--- src/rtl/ifm_map.svh ---
// offsets, field positions, codes and timing of the input channel fault monitor
`ifndef IFM_MAP_SVH
`define IFM_MAP_SVH
// ************************************************************
// status word layout: four fault flags in the top nibble
// ************************************************************
`define IFM_FLG_LSB 12
`define IFM_F_OPEN 0
`define IFM_F_UNDER 1
`define IFM_F_OVER 2
`define IFM_F_ERR 3
`define IFM_STATUS_RESET 16'h0000
// ************************************************************
// input type codes
// ************************************************************
`define IFM_TYPE_RTD_LO 5'h0A
`define IFM_TYPE_MV500 5'h10
`define IFM_TYPE_PM2V 5'h11
`define IFM_TYPE_BAD_A 5'h12
`define IFM_TYPE_V0_5 5'h13
`define IFM_TYPE_V1_5 5'h14
`define IFM_TYPE_V0_10 5'h15
`define IFM_TYPE_PM10V 5'h16
`define IFM_TYPE_MA0_20 5'h17
`define IFM_TYPE_BAD_B 5'h1D
`define IFM_LOW_CHANS 3'h4
// ************************************************************
// slot error codes and limits
// ************************************************************
`define IFM_ERR_LO_A 8'h50
`define IFM_ERR_HI_A 8'h5E
`define IFM_ERR_WDOG 8'h71
`define IFM_ERR_LO_B 8'h90
`define IFM_ERR_HI_B 8'h94
`define IFM_RTD_OPEN_OHMS 16'h0003
`define IFM_EU_MAX 20'sh07FFF
// ************************************************************
// timing
// ************************************************************
`define IFM_CLK_MHZ 200
`define IFM_SETTLE_US 3000
`define IFM_SETTLE_CYC (`IFM_SETTLE_US * `IFM_CLK_MHZ)
`define IFM_BLINK_HALF_MS 500
`define IFM_BLINK_CYC (`IFM_BLINK_HALF_MS * 1000 * `IFM_CLK_MHZ)
`define IFM_WDOG_US 5000
`define IFM_WDOG_CYC (`IFM_WDOG_US * `IFM_CLK_MHZ)
`define IFM_CNT_W 20
`define IFM_BLK_W 27
`endif

--- src/rtl/ifm_pkg.sv ---
// types of the input channel fault monitor
`include "ifm_map.svh"
package ifm_pkg;
  typedef enum logic [3:0] {
    IFM_PWR = 4'h1,
    IFM_SET = 4'h2,
    IFM_WT = 4'h4,
    IFM_FLT = 4'h8
  } ifm_state_e;
  // {error, over, under, open}
  typedef logic [3:0] ifm_flags_t;
  typedef struct packed {
    ifm_state_e st;
    logic [2:0] ch;
    logic [`IFM_CNT_W-1:0] cnt;
    logic [`IFM_BLK_W-1:0] bcnt;
    logic blink;
    logic [7:0] en_q;
    ifm_flags_t [7:0] flg;
    logic [3:0] clr;
    logic rd_pend;
    logic rd_stat;
    logic [2:0] rd_ch;
    logic [15:0] img;
    logic img_vld;
    logic smp;
    logic [7:0] lamp;
    logic mlamp;
    logic [15:0] serr;
    logic serr_vld;
  } ifm_state_s;
  typedef struct packed {
    logic [7:0][15:0] word;
    logic [15:0] rdata;
  } ifm_mem_s;
endpackage
--- src/rtl/ifm_mem_if.sv ---
// data-word store port between the monitor and its memory
`timescale 1ns/10ps
interface ifm_mem_if;
  logic wr_en;
  logic [2:0] wr_addr;
  logic [15:0] wr_data;
  logic rd_en;
  logic [2:0] rd_addr;
  logic [15:0] rd_data;
  modport ctrl (output wr_en, wr_addr, wr_data, rd_en, rd_addr, input rd_data);
  modport mem (input wr_en, wr_addr, wr_data, rd_en, rd_addr, output rd_data);
endinterface

--- src/rtl/ifm_data_mem.sv ---
// eight conversion data words with a registered read port
`timescale 1ns/10ps
module ifm_data_mem (
  // clock and reset
  input wire logic clk_i,
  input wire logic reset_n_i,
  input wire logic clk_en_i,
  // access port
  ifm_mem_if.mem m
);
  ifm_pkg::ifm_mem_s s_reg;
  ifm_pkg::ifm_mem_s s_next;

  // read first: a read returns the old word on a same-address collision
  always_comb begin
    s_next = s_reg;
    if (m.wr_en) begin
      s_next.word[m.wr_addr] = m.wr_data;
    end
    if (m.rd_en) begin
      s_next.rdata = s_reg.word[m.rd_addr];
    end
  end

  // state register
  always_ff @(posedge clk_i or negedge reset_n_i) begin
    if (!reset_n_i) begin
      s_reg <= '0;
    end else if (clk_en_i) begin
      s_reg <= s_next;
    end
  end

  assign m.rd_data = s_reg.rdata;
endmodule

--- src/rtl/ifm_fault_monitor.sv ---
// fault monitor, lamps and image words of the eight-channel input module
// Notes on behaviour
// module lamp lit while healthy, dark on fault
// channel lamp steady when ok, blinks on fault
// channel lamp dark in power-up or disabled
// failed power-up self-test leaves module lamp dark
// validate config on enable, then check each scan
// failed diagnostic sets flag and blinks lamp
// flags and blinking clear when fault goes
// clearing enable resets all channel flags
// bit 12 open, 13 under, 14 over
// bit 15 marks diagnostic or channel error
// open test if enabled; cold junction always
// no open test on voltage, 0-20 mA ranges
// resistance thermometer below 3 ohms is open
// under and over range every enabled scan
// unity units Fahrenheit over 32767 is over
// codes 10010, 11101 invalid on channels 0-3
// unity units with mV, V, mA is error
// open detect with V or mA is error
// bad acquisition or autocal check is error
// fatal fault: silent, channels off, words zeroed
// slot code is slot byte plus error byte
// 3 ms settling after each mux switch
// per channel, image returns data or status
// missing cold junction opens all thermocouples
// shared counter makes the one hertz blink
// flags update at the end of each scan
`timescale 1ns/10ps
`include "ifm_map.svh"
module ifm_fault_monitor #(
  parameter int unsigned SETTLE_CYC = `IFM_SETTLE_CYC,
  parameter int unsigned BLINK_CYC = `IFM_BLINK_CYC,
  parameter int unsigned WDOG_CYC = `IFM_WDOG_CYC
) (
  // clock, reset, enable
  input wire logic clk_i,
  input wire logic reset_n_i,
  input wire logic clk_en_i,
  // self-test and module faults
  input wire logic selftest_done_i,
  input wire logic selftest_fail_i,
  input wire logic fatal_i,
  input wire logic [7:0] fatal_code_i,
  input wire logic [7:0] slot_i,
  // channel configuration
  input wire logic [7:0] chan_enable_i,
  input wire logic [7:0][4:0] cfg_type_i,
  input wire logic [7:0] cfg_unity_eu_i,
  input wire logic [7:0] cfg_fahr_i,
  input wire logic [7:0] cfg_oc_en_i,
  input wire logic [7:0] cfg_status_sel_i,
  // scan results for the channel on mux_chan_o
  input wire logic sample_valid_i,
  input wire logic sample_open_i,
  input wire logic sample_under_i,
  input wire logic sample_over_i,
  input wire logic sample_acq_bad_i,
  input wire logic sample_autocal_fail_i,
  input wire logic cold_junction_sensor_open_i,
  input wire logic [15:0] sample_ohms_i,
  input wire logic signed [19:0] sample_eu_i,
  input wire logic [15:0] sample_data_i,
  // image word read
  input wire logic rd_en_i,
  input wire logic [2:0] rd_chan_i,
  // multiplexer control
  output logic [2:0] mux_chan_o,
  output logic mux_sample_o,
  // image word answer
  output logic [15:0] image_word_o,
  output logic image_valid_o,
  // lamps and slot error
  output logic mod_lamp_o,
  output logic [7:0] chan_lamp_o,
  output logic [15:0] slot_error_o,
  output logic slot_error_valid_o
);
  localparam int CW = `IFM_CNT_W;
  localparam int BW = `IFM_BLK_W;

  ifm_pkg::ifm_state_s s_reg;
  ifm_pkg::ifm_state_s s_next;
  ifm_mem_if mif ();

  // ************************************************************
  // input type classes
  // ************************************************************
  function automatic logic is_vi(input logic [4:0] t);
    return t == `IFM_TYPE_V0_5 || t == `IFM_TYPE_V1_5 || t == `IFM_TYPE_V0_10 ||
           t == `IFM_TYPE_PM10V || t == `IFM_TYPE_MA0_20;
  endfunction

  // no open test on these ranges
  function automatic logic oc_app(input logic [4:0] t);
    return !(is_vi(t) || t == `IFM_TYPE_PM2V);
  endfunction

  // configuration checks done when a channel comes up and again on every scan
  function automatic logic cfg_bad(input logic [2:0] c);
    logic [4:0] t;
    t = cfg_type_i[c];
    return (c < `IFM_LOW_CHANS && (t == `IFM_TYPE_BAD_A || t == `IFM_TYPE_BAD_B))
        || (cfg_unity_eu_i[c] && (is_vi(t) || t == `IFM_TYPE_MV500))
        || (cfg_oc_en_i[c] && is_vi(t));
  endfunction

  function automatic logic code_ok(input logic [7:0] c);
    return (c >= `IFM_ERR_LO_A && c <= `IFM_ERR_HI_A) || c == `IFM_ERR_WDOG ||
           (c >= `IFM_ERR_LO_B && c <= `IFM_ERR_HI_B);
  endfunction

  // top nibble carries the flags, the rest reads zero
  function automatic logic [15:0] stat_word(input ifm_pkg::ifm_flags_t fl);
    return `IFM_STATUS_RESET | (16'(fl) << `IFM_FLG_LSB);
  endfunction

  // ************************************************************
  // next state
  // ************************************************************
  always_comb begin
    ifm_pkg::ifm_flags_t f;
    logic [4:0] t;
    logic tc;
    logic resistance_thermometer;
    logic go_flt;
    logic run;
    logic [7:0] code;
    f = '0;
    t = cfg_type_i[s_reg.ch];
    tc = t < `IFM_TYPE_RTD_LO;
    resistance_thermometer = !tc && t < `IFM_TYPE_MV500;
    go_flt = 1'b0;
    run = 1'b0;
    code = `IFM_ERR_LO_A;
    s_next = s_reg;
    s_next.smp = 1'b0;
    s_next.img_vld = 1'b0;
    s_next.serr_vld = 1'b0;
    mif.wr_en = 1'b0;
    mif.wr_addr = s_reg.ch;
    mif.wr_data = sample_data_i;
    mif.rd_en = 1'b0;
    mif.rd_addr = rd_chan_i;

    // one blink clock for every lamp, free running
    if (s_reg.bcnt == BW'(BLINK_CYC - 1)) begin
      s_next.bcnt = '0;
      s_next.blink = ~s_reg.blink;
    end else begin
      s_next.bcnt = s_reg.bcnt + BW'(1);
    end

    // enables: a new channel is checked at once, a dropped one is wiped
    s_next.en_q = chan_enable_i;
    for (int k = 0; k < 8; k++) begin
      if (!chan_enable_i[k]) begin
        s_next.flg[k] = '0;
      end else if (!s_reg.en_q[k]) begin
        s_next.flg[k] = {cfg_bad(3'(k)), 3'h0};
      end
    end

    // scan results of the current channel
    f[`IFM_F_OPEN] = (cfg_oc_en_i[s_reg.ch] && oc_app(t) && sample_open_i)
        || (resistance_thermometer && sample_ohms_i < `IFM_RTD_OPEN_OHMS)
        || (tc && cold_junction_sensor_open_i);
    f[`IFM_F_UNDER] = sample_under_i;
    f[`IFM_F_OVER] = sample_over_i || (cfg_unity_eu_i[s_reg.ch] && cfg_fahr_i[s_reg.ch]
        && sample_eu_i > `IFM_EU_MAX);
    f[`IFM_F_ERR] = cfg_bad(s_reg.ch) || sample_acq_bad_i || sample_autocal_fail_i;

    case (s_reg.st)
      ifm_pkg::IFM_PWR: begin
        if (selftest_done_i) begin
          s_next.ch = '0;
          s_next.cnt = '0;
          if (selftest_fail_i) begin
            go_flt = 1'b1;
          end else begin
            s_next.st = ifm_pkg::IFM_SET;
          end
        end
      end
      ifm_pkg::IFM_SET: begin
        if (!s_reg.en_q[s_reg.ch]) begin
          // disabled channels are passed over without settling
          s_next.ch = s_reg.ch + 3'h1;
          s_next.cnt = '0;
        end else if (s_reg.cnt == CW'(SETTLE_CYC - 1)) begin
          s_next.smp = 1'b1;
          s_next.cnt = '0;
          s_next.st = ifm_pkg::IFM_WT;
        end else begin
          s_next.cnt = s_reg.cnt + CW'(1);
        end
      end
      ifm_pkg::IFM_WT: begin
        if (sample_valid_i) begin
          // whole nibble replaced at scan end, so stale flags drop
          if (s_reg.en_q[s_reg.ch] && chan_enable_i[s_reg.ch]) begin
            s_next.flg[s_reg.ch] = f;
          end
          mif.wr_en = 1'b1;
          s_next.ch = s_reg.ch + 3'h1;
          s_next.cnt = '0;
          s_next.st = ifm_pkg::IFM_SET;
        end else if (s_reg.cnt == CW'(WDOG_CYC - 1)) begin
          go_flt = 1'b1;
          code = `IFM_ERR_WDOG;
        end else begin
          s_next.cnt = s_reg.cnt + CW'(1);
        end
      end
      ifm_pkg::IFM_FLT: begin
        // sweep zeros through every data word once
        if (!s_reg.clr[3]) begin
          mif.wr_en = 1'b1;
          mif.wr_addr = s_reg.clr[2:0];
          mif.wr_data = '0;
          s_next.clr = s_reg.clr + 4'h1;
        end
      end
      default: begin
        go_flt = 1'b1;
      end
    endcase

    // an outside fatal event wins; unknown codes fall back to the top of the first band
    if (fatal_i && s_reg.st != ifm_pkg::IFM_FLT) begin
      go_flt = 1'b1;
      code = code_ok(fatal_code_i) ? fatal_code_i : `IFM_ERR_HI_A;
    end
    if (go_flt) begin
      s_next.st = ifm_pkg::IFM_FLT;
      s_next.serr = {slot_i, code};
      s_next.serr_vld = 1'b1;
      s_next.clr = '0;
    end

    // image read: status or data per channel, two cycles either way
    s_next.rd_pend = 1'b0;
    if (rd_en_i && s_reg.st != ifm_pkg::IFM_FLT) begin
      s_next.rd_pend = 1'b1;
      s_next.rd_stat = cfg_status_sel_i[rd_chan_i];
      s_next.rd_ch = rd_chan_i;
      mif.rd_en = !cfg_status_sel_i[rd_chan_i];
    end
    if (s_reg.rd_pend) begin
      s_next.img_vld = 1'b1;
      s_next.img = s_reg.rd_stat ? stat_word(s_reg.flg[s_reg.rd_ch]) : mif.rd_data;
    end

    // a dead module answers nothing and holds every word at zero
    if (s_next.st == ifm_pkg::IFM_FLT) begin
      s_next.en_q = '0;
      s_next.flg = '0;
      s_next.img = '0;
      s_next.img_vld = 1'b0;
      s_next.rd_pend = 1'b0;
    end

    // lamps follow the registered flags of the same cycle
    run = s_next.st == ifm_pkg::IFM_SET || s_next.st == ifm_pkg::IFM_WT;
    s_next.mlamp = run;
    for (int k = 0; k < 8; k++) begin
      s_next.lamp[k] = run && s_next.en_q[k]
          && (s_next.flg[k] == '0 || s_next.blink);
    end
  end

  // ************************************************************
  // state register and outputs
  // ************************************************************
  always_ff @(posedge clk_i or negedge reset_n_i) begin
    if (!reset_n_i) begin
      s_reg <= '0;
      s_reg.st <= ifm_pkg::IFM_PWR;
    end else if (clk_en_i) begin
      s_reg <= s_next;
    end
  end

  assign mux_chan_o = s_reg.ch;
  assign mux_sample_o = s_reg.smp;
  assign image_word_o = s_reg.img;
  assign image_valid_o = s_reg.img_vld;
  assign mod_lamp_o = s_reg.mlamp;
  assign chan_lamp_o = s_reg.lamp;
  assign slot_error_o = s_reg.serr;
  assign slot_error_valid_o = s_reg.serr_vld;

  // data word store
  ifm_data_mem u_mem (
    .clk_i(clk_i),
    .reset_n_i(reset_n_i),
    .clk_en_i(clk_en_i),
    .m(mif.mem)
  );

  // ************************************************************
  // checks
  // ************************************************************
  // settle counter kept apart from the sequencer so a slip shows
  logic [CW-1:0] chk_sc_reg;
  logic [2:0] chk_lc_reg;
  always_ff @(posedge clk_i or negedge reset_n_i) begin
    if (!reset_n_i) begin
      chk_sc_reg <= '0;
      chk_lc_reg <= '0;
    end else if (clk_en_i) begin
      chk_sc_reg <= (s_reg.st == ifm_pkg::IFM_SET && s_reg.ch == chk_lc_reg) ?
          chk_sc_reg + CW'(1) : '0;
      chk_lc_reg <= s_reg.ch;
    end
  end
endmodule

--- config.mk ---
export PLATFORM = sky130hd
export DESIGN_NAME = ifm_fault_monitor
export DESIGN_NICKNAME = d
export VERILOG_FILES = /design/src/rtl/ifm_pkg.sv /design/src/rtl/ifm_mem_if.sv /design/src/rtl/ifm_data_mem.sv /design/src/rtl/ifm_fault_monitor.sv
export VERILOG_INCLUDE_DIRS = /design/src /design/src/rtl
export SDC_FILE = /design/constraint.sdc
export NUM_CORES = 1
export LEC_CHECK = 0
export BUFFER_PORTS_ARGS = -buffer_cell sky130_fd_sc_hd__clkbuf_2
export CORE_ASPECT_RATIO = 1.2
export CORE_MARGIN = 2
export CORE_UTILIZATION = 52
export CTS_CLUSTER_SIZE = 20
export DETAILED_ROUTE_END_ITERATION = 10
export PLACE_DENSITY = 0.78
export SYNTH_ARGS = -nofsm -noshare
export SYNTH_HDL_FRONTEND = slang
export SYNTH_SLANG_ARGS = --single-unit
--- constraint.sdc ---
create_clock -name clk_i -period 3.1 [get_ports clk_i]
set_clock_uncertainty 0.05 [all_clocks]
set_input_delay 0.62 -clock clk_i [delete_from_list [all_inputs] [get_ports clk_i]]
set_output_delay 0.62 -clock clk_i [all_outputs]
set_load 0.05 [all_outputs]
* Yosys cells after proc, flatten, opt, wreduce, memory -nomap -nowiden
Cells that the tools add are included.
** Storage, ports and cells
- Flip-flop bits (word level) :: 292
- Latch bits :: 0
- RAM bits :: 0
- ROM bits :: 0
- Output and inout port bits :: 47
- Memories kept :: 0
** Operators by class
- $add $sub $neg :: 4
- Multiply operators :: 0
- Divide/modulo/power cells :: 0
- Magnitude comparators :: 15
- Eq/ne operators :: 82
- Shifts and indexed selects :: 0
- Muxes and demuxes :: 89
- Bitwise operators :: 1
- Reductions and logical operators :: 154
** Operator list (number)
- 5-bit == test (second input constant) :: 65
- 128-bit bitwise mux :: 1
- 4-bit two-way mux :: 25
- 32-bit two-way mux :: 3
- 1-bit logical OR :: 81
- 27-bit case mux with 3 select lines :: 1
- 16-bit two-way mux :: 5
- 20-bit two-way mux :: 4
- 27-bit two-way mux :: 2
- 1-bit logical AND :: 49
- 16-bit binary-select mux with 3-bit select :: 1
- 16-bit demux with 3-bit select :: 1
- 20-bit == test (second input constant) :: 2
- 40-bit two-way mux :: 1
- 17-bit two-way mux :: 2
- 32-bit bitwise mux :: 1
- 4-bit zero test :: 8
- 8-bit two-way mux :: 4
- 27-bit by 1-bit adder with 27-bit output (second input constant) :: 1
- 27-bit == test (second input constant) :: 1
- 20-bit by 1-bit adder with 20-bit output (second input constant) :: 1
- 20-bit by 16-bit greater-than comparator with 1-bit output (second input constant) :: 1
- 1-bit two-way mux :: 20
- 1-bit binary-select mux with 3-bit select :: 6
- 39 further kinds :: 59

* Logic depth before layout (Yosys ltp)
Gate-level depths: netlist (run 1).
- Word-level depth :: 21
- Depth in mapped cells :: 13

* Modules after synthesis
From an unflattened synthesis (run 1), not the netlist that was laid out.
** Unflattened totals
- Cell total of the unflattened synthesis :: 1383
- Area, all modules :: 15655.0 um^2
** Modules (own cells, without submodules)
- ifm_fault_monitor :: instances 1, cells each 923, area an instance 9073.7 um^2
- ifm_data_mem :: instances 1, cells each 460, area an instance 6581.3 um^2

* Worst setup path before layout (run 1)
Ideal clock, no wire load.
- Kind :: register -> register
- Start :: reg s_reg, in the netlist mux_chan_o[0]
- End :: reg s_reg[60] in the netlist's numbering
- Arrival :: 2.599 ns
- Setup slack :: 0.330 ns
- Stages on the path, launching flop included :: 12
- Clock period less this slack :: 2.770 ns
- Cells stage by stage :: dfrtp_1 > buf_6 > buf_8 > buf_6 > mux4_2 > mux2_2 > or3_1 > a31o_1 > a41oi_2 > buf_6 > mux2i_1 > a22o_1
** Between the ends
- Longest elaborated chain between the ends :: 18
** Ends and longest elaborated chain
- start: declaration :: RTL line ifm_fault_monitor.sv:82 : ifm_pkg::ifm_state_s s_reg;
- start signal: assignment :: RTL line ifm_fault_monitor.sv:280 : s_reg <= s_next;
- 5-bit binary-select mux with 3-bit select :: RTL line ifm_fault_monitor.sv:102 : t = cfg_type_i[c];
- 5-bit two-way mux (implied by the code) :: RTL line ifm_fault_monitor.sv:102
- 5-bit == test (no source line)
- 1-bit logical OR (no source line) (5 in a row)
- 1-bit logical AND :: RTL line ifm_fault_monitor.sv:104 : || (cfg_unity_eu_i[c] && (is_vi(t) || t == `IFM_TYPE_MV500))
- 1-bit logical OR (2 in a row) :: RTL line ifm_fault_monitor.sv:103 : return (c < `IFM_LOW_CHANS && (t == `IFM_TYPE_BAD_A || t == `IFM_TYPE_BAD_B))
- 1-bit logical OR (2 in a row) :: RTL line ifm_fault_monitor.sv:171 : f[`IFM_F_ERR] = cfg_bad(s_reg.ch) || sample_acq_bad_i || sample_autocal_fail_i;
- 32-bit bitwise mux :: RTL line ifm_fault_monitor.sv:202 : s_next.flg[s_reg.ch] = f;
- 32-bit two-way mux :: RTL line ifm_fault_monitor.sv:201 : if (s_reg.en_q[s_reg.ch] && chan_enable_i[s_reg.ch]) begin
- 32-bit two-way mux :: RTL line ifm_fault_monitor.sv:199 : if (sample_valid_i) begin
- 32-bit two-way mux :: RTL line ifm_fault_monitor.sv:173 : case (s_reg.st)
- 40-bit two-way mux * :: RTL line ifm_fault_monitor.sv:255 : if (s_next.st == ifm_pkg::IFM_FLT) begin
Every way passes the cells marked *; elsewhere a longest branch is shown, timed or not. The select of a mux whose other input is x is not followed.
A chain may end at the register's enable or synchronous reset.

* Worst setup path after layout (run 1)
- Start :: reg s_reg, in the netlist mux_chan_o[0]
- End :: reg s_reg[84] in the netlist's numbering
Same word-level chain as after synthesis.

==> results.md, run 1 <==
* Status: complete, but fails checks
* Failing checks: hold timing
* Vias in the first global route at 12,700
* Most frequent cells in the layout: dfrtp_1, nand2_1, o21ai_0
* Setup TNS at 0 ps
* CP endpoint kind: register
* Worst setup SP type: register
* Synthesized Nets at 1,682
* Starting density of the core at 52.8%
* Seq/Total Area, Yosys at 48.1%
* Distinct cells, synth at 81
* Number of setup violations in the final report at 0
* Post-synthesis register bit count at 292
* Antenna diodes at 0
* Critical path type: register to register
* Via Count at 12,600
* PortBufs at 196
* Clock Path Buffers at 3
* Hold_ws at -6.57 ps
* Post-DP Area at 16,500 um^2
* Most common cell after layout, fill and taps aside: dfrtp_1
* Max FFs per register at 128
* Num rows at 68
* Clk Latency, worst-skew pair at 560 ps
* Worst hold path class: input port to async pin
* Cell family with most CP delay: multiplexers
* Synth warn at 0
* Fin nets at 1,851
* Crit-path max cell delay at 580 ps
* Post-route ant nets at 0
* TritonCTS clock tree: done
* Crit path max-delay cell type: mux4_2
* Pleak at 8.00 nW
* First-pass GRT wire length at 64,900 um
* Die width at 160 um
* Avg WL per Cell at 19.0 um
* Total Wirelength at 39,800 um
* Slew headroom at 51.4%
* Crit share post-route at 97.6%
* RSZ-0062 raised after global routing: no
* CP required at 3490 ps
* Core area at 28,800 um^2
* Clock transition at path regs at 60 ps
* Area Overhead vs Synth at 15.9%
* Synth Instances at 1,513
* Synthesized cell area at 15,200 um^2
* Max FO, Critical Path at 12
* # DRC at 0
* R2R Path End: s_reg[84]
* Chip height at 191 um
* Worst reg2reg path startpoint: mux_chan_o[0]
* Achievable Freq at 331 MHz
* Worst Path Arrival at 3420 ps
* Main synth FF type: dfrtp_1
* Clock sinks at 292
* Total power at 0.0119 W
* GRT overflow at 0
* Share of layout cells above drive strength 1 at 24.0%
* Max-slew violation count at 0
* Io pins at 212
* 1st-iter DRT viols at 987
* Die ar. at 30,600 um^2
* Via density at 6.05
* Final Hold Fails at 3
* CTS hold repair buffers at 0
* FF-to-FF path depth at 8
* Final core occ at 61.2%
* EDFF count, synth at 0
* R2r setup slk at 80 ps
* Critical path buffers and inverters at 1
* First drt pass iteration count at 5
* Placer congestion estimate at 0.911
* Post-DP HPWL at 28,000 um
* Max-Cap Viols at 0
* Final min period at 3020 ps
* Initial antenna violation count at 0
* Maximum VDD drop at 0.598 mV
* GRT Util Overall at 26.2%
* # H-tree levels at 1
* Slew @ Worst Pin at 727 ps
* Pwr/cell area at 674 nW/um^2
* CP cell instances: mux4_2 > mux2_2 > or3_1 > a31o_1 > a41oi_2 > buf_4 > mux2i_1 > a22o_1
* Clock buffer count from CTS at 29
* Largest net degree at the start of global routing at 90
* Design Area, Final at 17,600 um^2
* Clk root buf: clkbuf_16
* Filler cells at 2,377
* Asr flop ratio synth at 100%
* Synth Area per Inst at 10.0 um^2
what timing repair did:
action	4_1_cts	5_1_grt
resized for setup	0	4
setup buffers	0	1
setup endpoints to repair	0	21
kinds of logic (layout without fill, tap and decap cells):
| kind of cell | Yosys count | after routing | share of synthesized area [%] |
|---|---|---|---|
| muxes | 104 | 104 | 11.6 |
| buffers and inverters | 155 | 346 | 5.22 |
| AOI/OAI and AO/OA | 386 | 386 | 16.2 |
| xor gates and xnor gates | 35 | 35 | 2.02 |
| DFF | 292 | 292 | 48.1 |
| adders and majority gates | 4 | 4 | 0.329 |
| and+or+nand+nor | 537 | 537 | 16.6 |
stage by stage:
stage / instances / setup WS [ps]
2_1_floorplan: 1513 / 330
3_3_place_gp: 2035 / 66.0
3_5_place_dp: 2035 / 2.69
4_1_cts: 2088 / 20.8
5_1_grt: 2089 / 4.77
6_report: 2089 / 75.6
worst register-to-register path, delay by kind of cell (launching register included):
family,cells,cell delay (ps)
compound gates,3,760
mux,3,980
buf+inv,1,220
flops,1,560
simple gates,1,350
power breakdown:
part           internal (W)  switching [W]  leakage (nW)
Clock               0.00235        0.00151         0.520
Sequential          0.00466       0.000595          3.93
Combinational       0.00105        0.00169          3.55
Total               0.00806        0.00380          8.00
worst max-delay path by stage:
stage,from,endpoint,slack [ps],depth (start not counted)
2_1_floorplan,mux_chan_o[0],s_reg[60],330,11
3_3_place_gp,cfg_type_i[23],s_reg[84],70,9
3_5_place_dp,cfg_unity_eu_i[5],s_reg[84],3,9
4_1_cts,mux_chan_o[0],chan_lamp_o[4],20,8
5_1_grt,mux_chan_o[0],chan_lamp_o[3],5,9
6_report,mux_chan_o[0],s_reg[84],80,8
final cells by class:
type / instances / area [um^2] / area share, %
clock inverters: 16 / 258 / 1.46
multi-input cells: 1066 / 7100 / 40.3
well taps: 385 / 482 / 2.74
flip-flops and latches: 292 / 7310 / 41.5
inverters: 27 / 101 / 0.576
clock buffers: 37 / 806 / 4.58
repair buffers: 266 / 1550 / 8.78
Yosys cell counts (all sizes together) (21+ instances only):
cell type,n,area (um^2)
dfrtp,291,7280
nand2,275,1030
o21ai,216,1090
nor2,71,267
clkbuf,69,260
buf,59,432
mux4,56,1260
nand3,41,205
a22o,40,350
mux2i,36,360
inv,27,101
a21oi,23,119
nand2b,23,144
xor2,21,184
routing by layer:
metal / up-vias / global-route usage, % / part of all wire [%]
met5: - / 0 / 0
met4: 0 / 10.9 / 3.8
met3: 133 / 3.65 / 6.1
met2: 492 / 45.3 / 50
met1: 6247 / 33.3 / 40
li1: 5773 / - / -
Note: power is estimated with default switching activity, not from simulation.
==> inputs of run 2 (changes only) <==
ABC_AREA = 1   (was default)
SKIP_CTS_REPAIR_TIMING = 1   (was default)
==> run 2 against run 1 <==
The run still ends with hold timing left. Final area rose by 3.4%. First-iteration DRC count rose by 35%. Synthesized cell count is 44% higher. Largest power group unchanged. Sequential share of layout area shrank 1.4 points. Non-clock buffer count is 29 lower. Wire length up 16%. Worst setup slack gained 340 ps.
==> results.md, run 2 <==
* Worst hold path class: input port to async pin
* Synth Instances at 2,183 (+44%)
* Die width at 164 um (+2.5%)
* GRT Util Overall at 28.7% (+2.5 points)
* Hold_ws at -7.62 ps (-1.05 ps)
* Asr flop ratio synth at 100% (unchanged)
* Final min period at 2680 ps (-344 ps)
* Die ar. at 32,200 um^2 (+5.1%)
* Max FO, Critical Path at 29 (+17)
* Pleak at 8.89 nW (+11%)
* Slew @ Worst Pin at 960 ps (+234 ps)
* GRT overflow at 0 (unchanged)
* Crit share post-route at 86.5% (-11 points)
* Failing checks: hold timing
* EDFF count, synth at 0 (unchanged)
* # H-tree levels at 1 (unchanged)
* Setup TNS at 0 ps (unchanged)
* TritonCTS clock tree: done
* Number of setup violations in the final report at 0 (unchanged)
* First-pass GRT wire length at 74,300 um (+15%)
* Worst Path Arrival at 3080 ps (-340 ps)
* Synthesized Nets at 2,352 (+40%)
* Vias in the first global route at 14,800 (+17%)
* Synth Area per Inst at 7.32 um^2 (-27%)
* Largest net degree at the start of global routing at 83 (-7.8%)
* Area Overhead vs Synth at 13.8%
* Distinct cells, synth at 56 (-31%)
* Worst reg2reg path startpoint: s_reg[121]
* Uppermost layer routed: met4
* Clk root buf: clkbuf_16
* Top post-synthesis cells by area: dfrtp_1, nand2_1, o21ai_0, inv_1, nor2_1
* Filler cells at 2,736 (+15%)
* Cell with the most instances after synthesis: nand2_1
* Final Hold Fails at 3 (unchanged)
* Clk Latency, worst-skew pair at 560 ps (about the same)
* Post-DP HPWL at 32,300 um (+15%)
* Critical path type: register to register
* Initial antenna violation count at 1 (+1)
* Max-Cap Viols at 0 (unchanged)
* First drt pass iteration count at 6 (+1)
* Synth warn at 0 (unchanged)
* Synth top cells by count: nand2_1, o21ai_0, dfrtp_1, inv_1, nor2_1
* Clock transition at path regs at 60 ps (about the same)
* Share of layout cells above drive strength 1 at 14.2% (-9.8 points)
* Maximum VDD drop at 0.547 mV (-8.5%)
* Via Count at 15,400 (+22%)
* Worst setup SP type: register
* Via density at 5.62 (-7.2%)
* Yosys top cell area share at 45.5% (-2.4 points)
* Clock sinks at 292 (unchanged)
* Seq/Total Area, Yosys at 45.7% (-2.4 points)
* Fin nets at 2,483 (+34%)
* Total Wirelength at 46,200 um (+16%)
* Clock Path Buffers at 3 (unchanged)
* Met2 wire length at 21,900 um (+9.5%)
* Met3 wire length at 3140 um (+29%)
* Pwr/cell area at 739 nW/um^2 (+9.7%)
* 1st-iter DRT viols at 1,335 (+35%)
* Post-synthesis register bit count at 292 (unchanged)
* Num rows at 70 (+2.9%)
* Synthesized cell area at 16,000 um^2 (+5.2%)
* Main synth FF type: dfrtp_1
* PortBufs at 196 (unchanged)
* Clock buffer count from CTS at 29 (unchanged)
* Status: complete, but fails checks
* WL met1 at 18,700 um (+18%)
* Most frequent cells in the layout: nand2_1, o21ai_0, dfrtp_1
* # DRC at 0 (unchanged)
* Max FFs per register at 128 (unchanged)
* CP endpoint kind: register
* CP required at 3500 ps (about the same)
* Avg WL per Cell at 16.9 um (-11%)
* Slew headroom at 36.0% (-15 points)
* Cell accounting for the most synthesized area: dfrtp_1
* Placer congestion estimate at 0.959 (+5.3%)
* Setup crit start: s_reg[121]
* RSZ-0062 raised after global routing: no
* Achievable Freq at 373 MHz (+13%)
* Io pins at 212 (unchanged)
* R2r setup slk at 420 ps (+340 ps)
* Most common cell after layout, fill and taps aside: nand2_1
* Post-route ant nets at 0 (unchanged)
* Max-slew violation count at 0 (unchanged)
* Starting density of the core at 52.6% (-0.22 points)
* Core area at 30,400 um^2 (+5.7%)
* Total power at 0.0135 W (+13%)
* Chip height at 196 um (+2.5%)
==> run 2: cell type report <==
class / instances / area, um^2 / share of cell area [%]
Sequential cell: 292 / 7310 / 40.2
Multi-Input combinational cell: 1542 / 7140 / 39.2
Timing Repair Buffer: 237 / 1350 / 7.41
Inverter: 212 / 796 / 4.37
Clock buffer: 34 / 764 / 4.20
Tap cell: 396 / 495 / 2.72
Clock inverter: 20 / 345 / 1.90
Antenna cell: 1 / 2.50 / 0.0137
==> run 2: report_power, final <==
| part | switching (W) | leakage [nW] | internal (W) |
|---|---|---|---|
| logic | 0.00277 | 4.51 | 0.00124 |
| clock network | 0.00154 | 0.528 | 0.00252 |
| registers | 0.000674 | 3.85 | 0.00471 |
==> run 2: final timing paths <==
| kind | cells after the start | endpoint |
|---|---|---|
| max | 16 | chan_lamp_o[6] |
| min | 1 | slot_error_o[15] |
| max reg2reg | 16 | chan_lamp_o[6] |
| min reg2reg | 2 | slot_error_o[15] |
| max in group asynchronous | 2 | s_reg[51] |
| min in group clk_i | 3 | slot_error_o[9] |
==> run 2: per-stage QoR <==
stage	cells	hold slack [ps]	worst slack (ps)	utilization, %	instance area [um^2]
3_5_place_dp	2679	415	382	56.2	17100
3_3_place_gp	2679	403	402	56.2	17100
5_1_grt	2734	45.8	142	59.9	18200
6_report	2734	-7.62	420	59.9	18200
2_1_floorplan	2183	274	1020	-	16000
4_1_cts	2733	30.8	436	59.9	18200
==> run 2: logic make-up (layout without fill, tap and decap cells) <==
logic type                 Yosys count  count (layout)  synth area share (%)
DFF                                292             292                  45.7
AOI/OAI and AO/OA                  493             493                  16.8
adders and majority gates            4               4                 0.313
muxes                                3               3                 0.188
buffers and inverters              349             503                  9.66
xor gates and xnor gates            18              18                 0.986
other                                0               1                     0
and+or+nand+nor                   1024            1024                  26.3
==> run 2: critical path, stage by stage, from the launching register on <==
cell,delay [ps]
dfrtp_1,410
ha_1,220
nand3_1,90
nor2_1,40
inv_1,110
nor2_1,60
nand4_1,170
nand4_1,360
inv_2,180
buf_4,320
nand3_1,140
nand2_1,80
inv_1,40
nand3_1,50
nand2_1,60
nand2_1,120
nand2_1,60
==> run 2: routing by layer <==
metal	vias to the layer above	GRT usage [%]
met5	-	0
met4	0	14.5
met3	148	3.30
met2	658	47.9
met1	7184	36.8
li1	7374	-
==> inputs of run 3 (changes only) <==
GPL_TIMING_DRIVEN = 0   (was default)
==> run 3 against run 2 <==
The run now ends clean. Count of clock-buffer cells in the layout grew 7. Worst setup slack worse by 230 ps. Largest power group unchanged. Critical endpoint is now chan_lamp_o[7]. Core utilization grew 1.3 points. Sequential share of layout area down 0.86 points.
==> results.md, run 3 (same netlist as run 2, synthesis figures left out) <==
* Filler cells at 2,700 (-1.3%)
* Slew headroom at 32.0% (-4.0 points)
* Worst setup endpoint: chan_lamp_o[7]
* Die width at 164 um (unchanged)
* # DRC at 0 (unchanged)
* Max FO, Critical Path at 9 (-69%)
* Max-Cap Viols at 0 (unchanged)
* Via density at 5.63 (+0.15%)
* PortBufs at 194 (-1.0%)
* Via Count at 15,900 (+3.6%)
* First-pass GRT wire length at 79,100 um (+6.4%)
* Clock buffer count from CTS at 29 (unchanged)
* Avg WL per Cell at 17.8 um (+5.3%)
* GRT overflow at 0 (unchanged)
* Setup TNS at 0 ps (unchanged)
* Vias in the first global route at 15,500 (+4.2%)
* Met2 wire length at 24,800 um (+13%)
* Achievable Freq at 344 MHz (-7.9%)
* First drt pass iteration count at 8 (+2)
* Largest net degree at the start of global routing at 106 (+28%)
* Die ar. at 32,200 um^2 (unchanged)
* Antenna diodes at 0 (-1)
* Max FFs per register at 128 (unchanged)
* CP endpoint kind: register
* Io pins at 212 (unchanged)
* Final Hold Fails at 0 (-3)
* Status: finished clean
* Most common cell after layout, fill and taps aside: nand2_1
* Final min period at 2910 ps (+229 ps)
* # H-tree levels at 1 (unchanged)
* Worst hold path class: input port to async pin
* Clock power frac at 28.6% (-1.6 points)
* Area Overhead vs Synth at 16.3%
* Post-route ant nets at 0 (unchanged)
* TritonCTS clock tree: done
* Number of setup violations in the final report at 0 (unchanged)
* Most frequent cells in the layout: nand2_1, o21ai_0, dfrtp_1
* Clock sinks at 292 (unchanged)
* Placer congestion estimate at 0.977 (+1.8%)
* CP required at 3490 ps (about the same)
* Total Wirelength at 50,300 um (+8.9%)
* Clock Path Buffers at 3 (unchanged)
* Register share of total power at 38.6% (-1.4 points)
* Clk root buf: clkbuf_16
* 1st-iter DRT viols at 1,545 (+16%)
* Logic gate share of total power at 32.8% (+3.0 points)
* Worst Path Arrival at 3300 ps (+220 ps)
* Pwr/cell area at 734 nW/um^2 (-0.65%)
* FF-to-FF path depth at 9 (-7)
* Footprint of the multi-input gates at 7130 um^2 (about the same)
* Worst reg2reg path startpoint: s_reg[114]
* Clock transition at path regs at 60 ps (about the same)
* Post-DP HPWL at 37,400 um (+16%)
* Net Sw Frac at 37.9% (+0.87 points)
* Clk Latency, worst-skew pair at 570 ps (about the same)
* Fin nets at 2,579 (+3.9%)
* WL met1 at 19,100 um (+2.1%)
* Share of layout cells above drive strength 1 at 15.0% (+0.84 points)
* Core area at 30,400 um^2 (unchanged)
* Initial antenna violation count at 0 (-1)
* Hold_ws at 105 ps (+112 ps)
* Setup crit start: s_reg[114]
* R2r setup slk at 190 ps (-230 ps)
* Max-slew violation count at 0 (unchanged)
* Sw Pwr at 0.00518 W (+3.9%)
* FF+latch area at 7310 um^2 (about the same)
* GRT Util Overall at 31.1% (+2.4 points)
* Slew @ Worst Pin at 1010 ps (+53.5 ps)
* Pleak at 9.11 nW (+2.5%)
* RSZ-0062 raised after global routing: no
* P_int at 0.00847 W (+0.10%)
* R2R Path End: chan_lamp_o[7]
* Chip height at 196 um (unchanged)
* Starting density of the core at 52.6% (unchanged)
* Met3 wire length at 3790 um (+21%)
* Maximum VDD drop at 0.602 mV (+10%)
* Critical path type: register to register
* Uppermost layer routed: met4
* Num rows at 70 (unchanged)
* Crit share post-route at 93.8% (+7.4 points)
* Worst setup SP type: register
[run 3: cell count changes in the layout (fill, tap and decap cells not counted), moves of 4 or more]
cell       delta
bufinv_16     -4
buf_6         +4
buf_4         +9
buf_2        +26
clkbuf_1     +58
buf_12        -4
clkbuf_8      +9
[run 3: per-stage QoR]
step / utilization (%) / instances / worst slack, ps / total power (W) / instance area, um^2
finish: 61.2 / 2829 / 191 / 0.0137 / 18600
floorplan: - / 2183 / 1020 / 0.00825 / 16000
global route: 61.2 / 2829 / 77.7 / 0.0144 / 18600
global placement: 57.4 / 2773 / -4800 / 0.00954 / 17500
detailed placement: 57.6 / 2775 / 194 / 0.00969 / 17500
CTS: 61.2 / 2829 / 321 / 0.0136 / 18600
[run 3: final cells by class]
class	count	area share, %
Buffer	137	4.03
Inverter	212	4.28
Timing Repair Buffer	196	5.56
Tap cell	396	2.66
Clock inverter	13	1.10
Multi-Input combinational cell	1542	38.4
Sequential cell	292	39.3
Clock buffer	41	4.68
[run 3: power by group through the flow]
stage	Sequential (W)	Combinational, W	Clock [W]
after floorplan	0.00518	0.00307	0
after global placement	0.00527	0.00427	0
after detailed placement	0.00530	0.00439	0
after CTS	0.00525	0.00444	0.00393
after global routing	0.00537	0.00498	0.00407
final	0.00527	0.00448	0.00391
[run 3: how the worst min path moves through the flow]
stage                         start  slack [ps]               end
floorplan                 reset_n_i         270    chan_lamp_o[0]
global placement    slot_error_o[4]         410   slot_error_o[4]
detailed placement  slot_error_o[4]         410   slot_error_o[4]
CTS                       reset_n_i         120   u_mem.s_reg[49]
global route              reset_n_i         160  slot_error_o[11]
finish                    reset_n_i         100  slot_error_o[11]
[run 3: critical path, stage by stage, from the launching register on]
cell and delay, ps:
dfrtp_1 430, inv_1 80, nor3_1 390, nand2_1 90
nor4_1 300, nand4_1 270, xor2_1 790, nand2_1 160
nand2_1 150, nand2_1 70
[run 3: metal layers]
metal	global-route usage, %	vias up
met1	37.7	7457
met5	0	-
met3	4.38	156
met4	15.2	0
li1	-	7565
met2	53.9	744
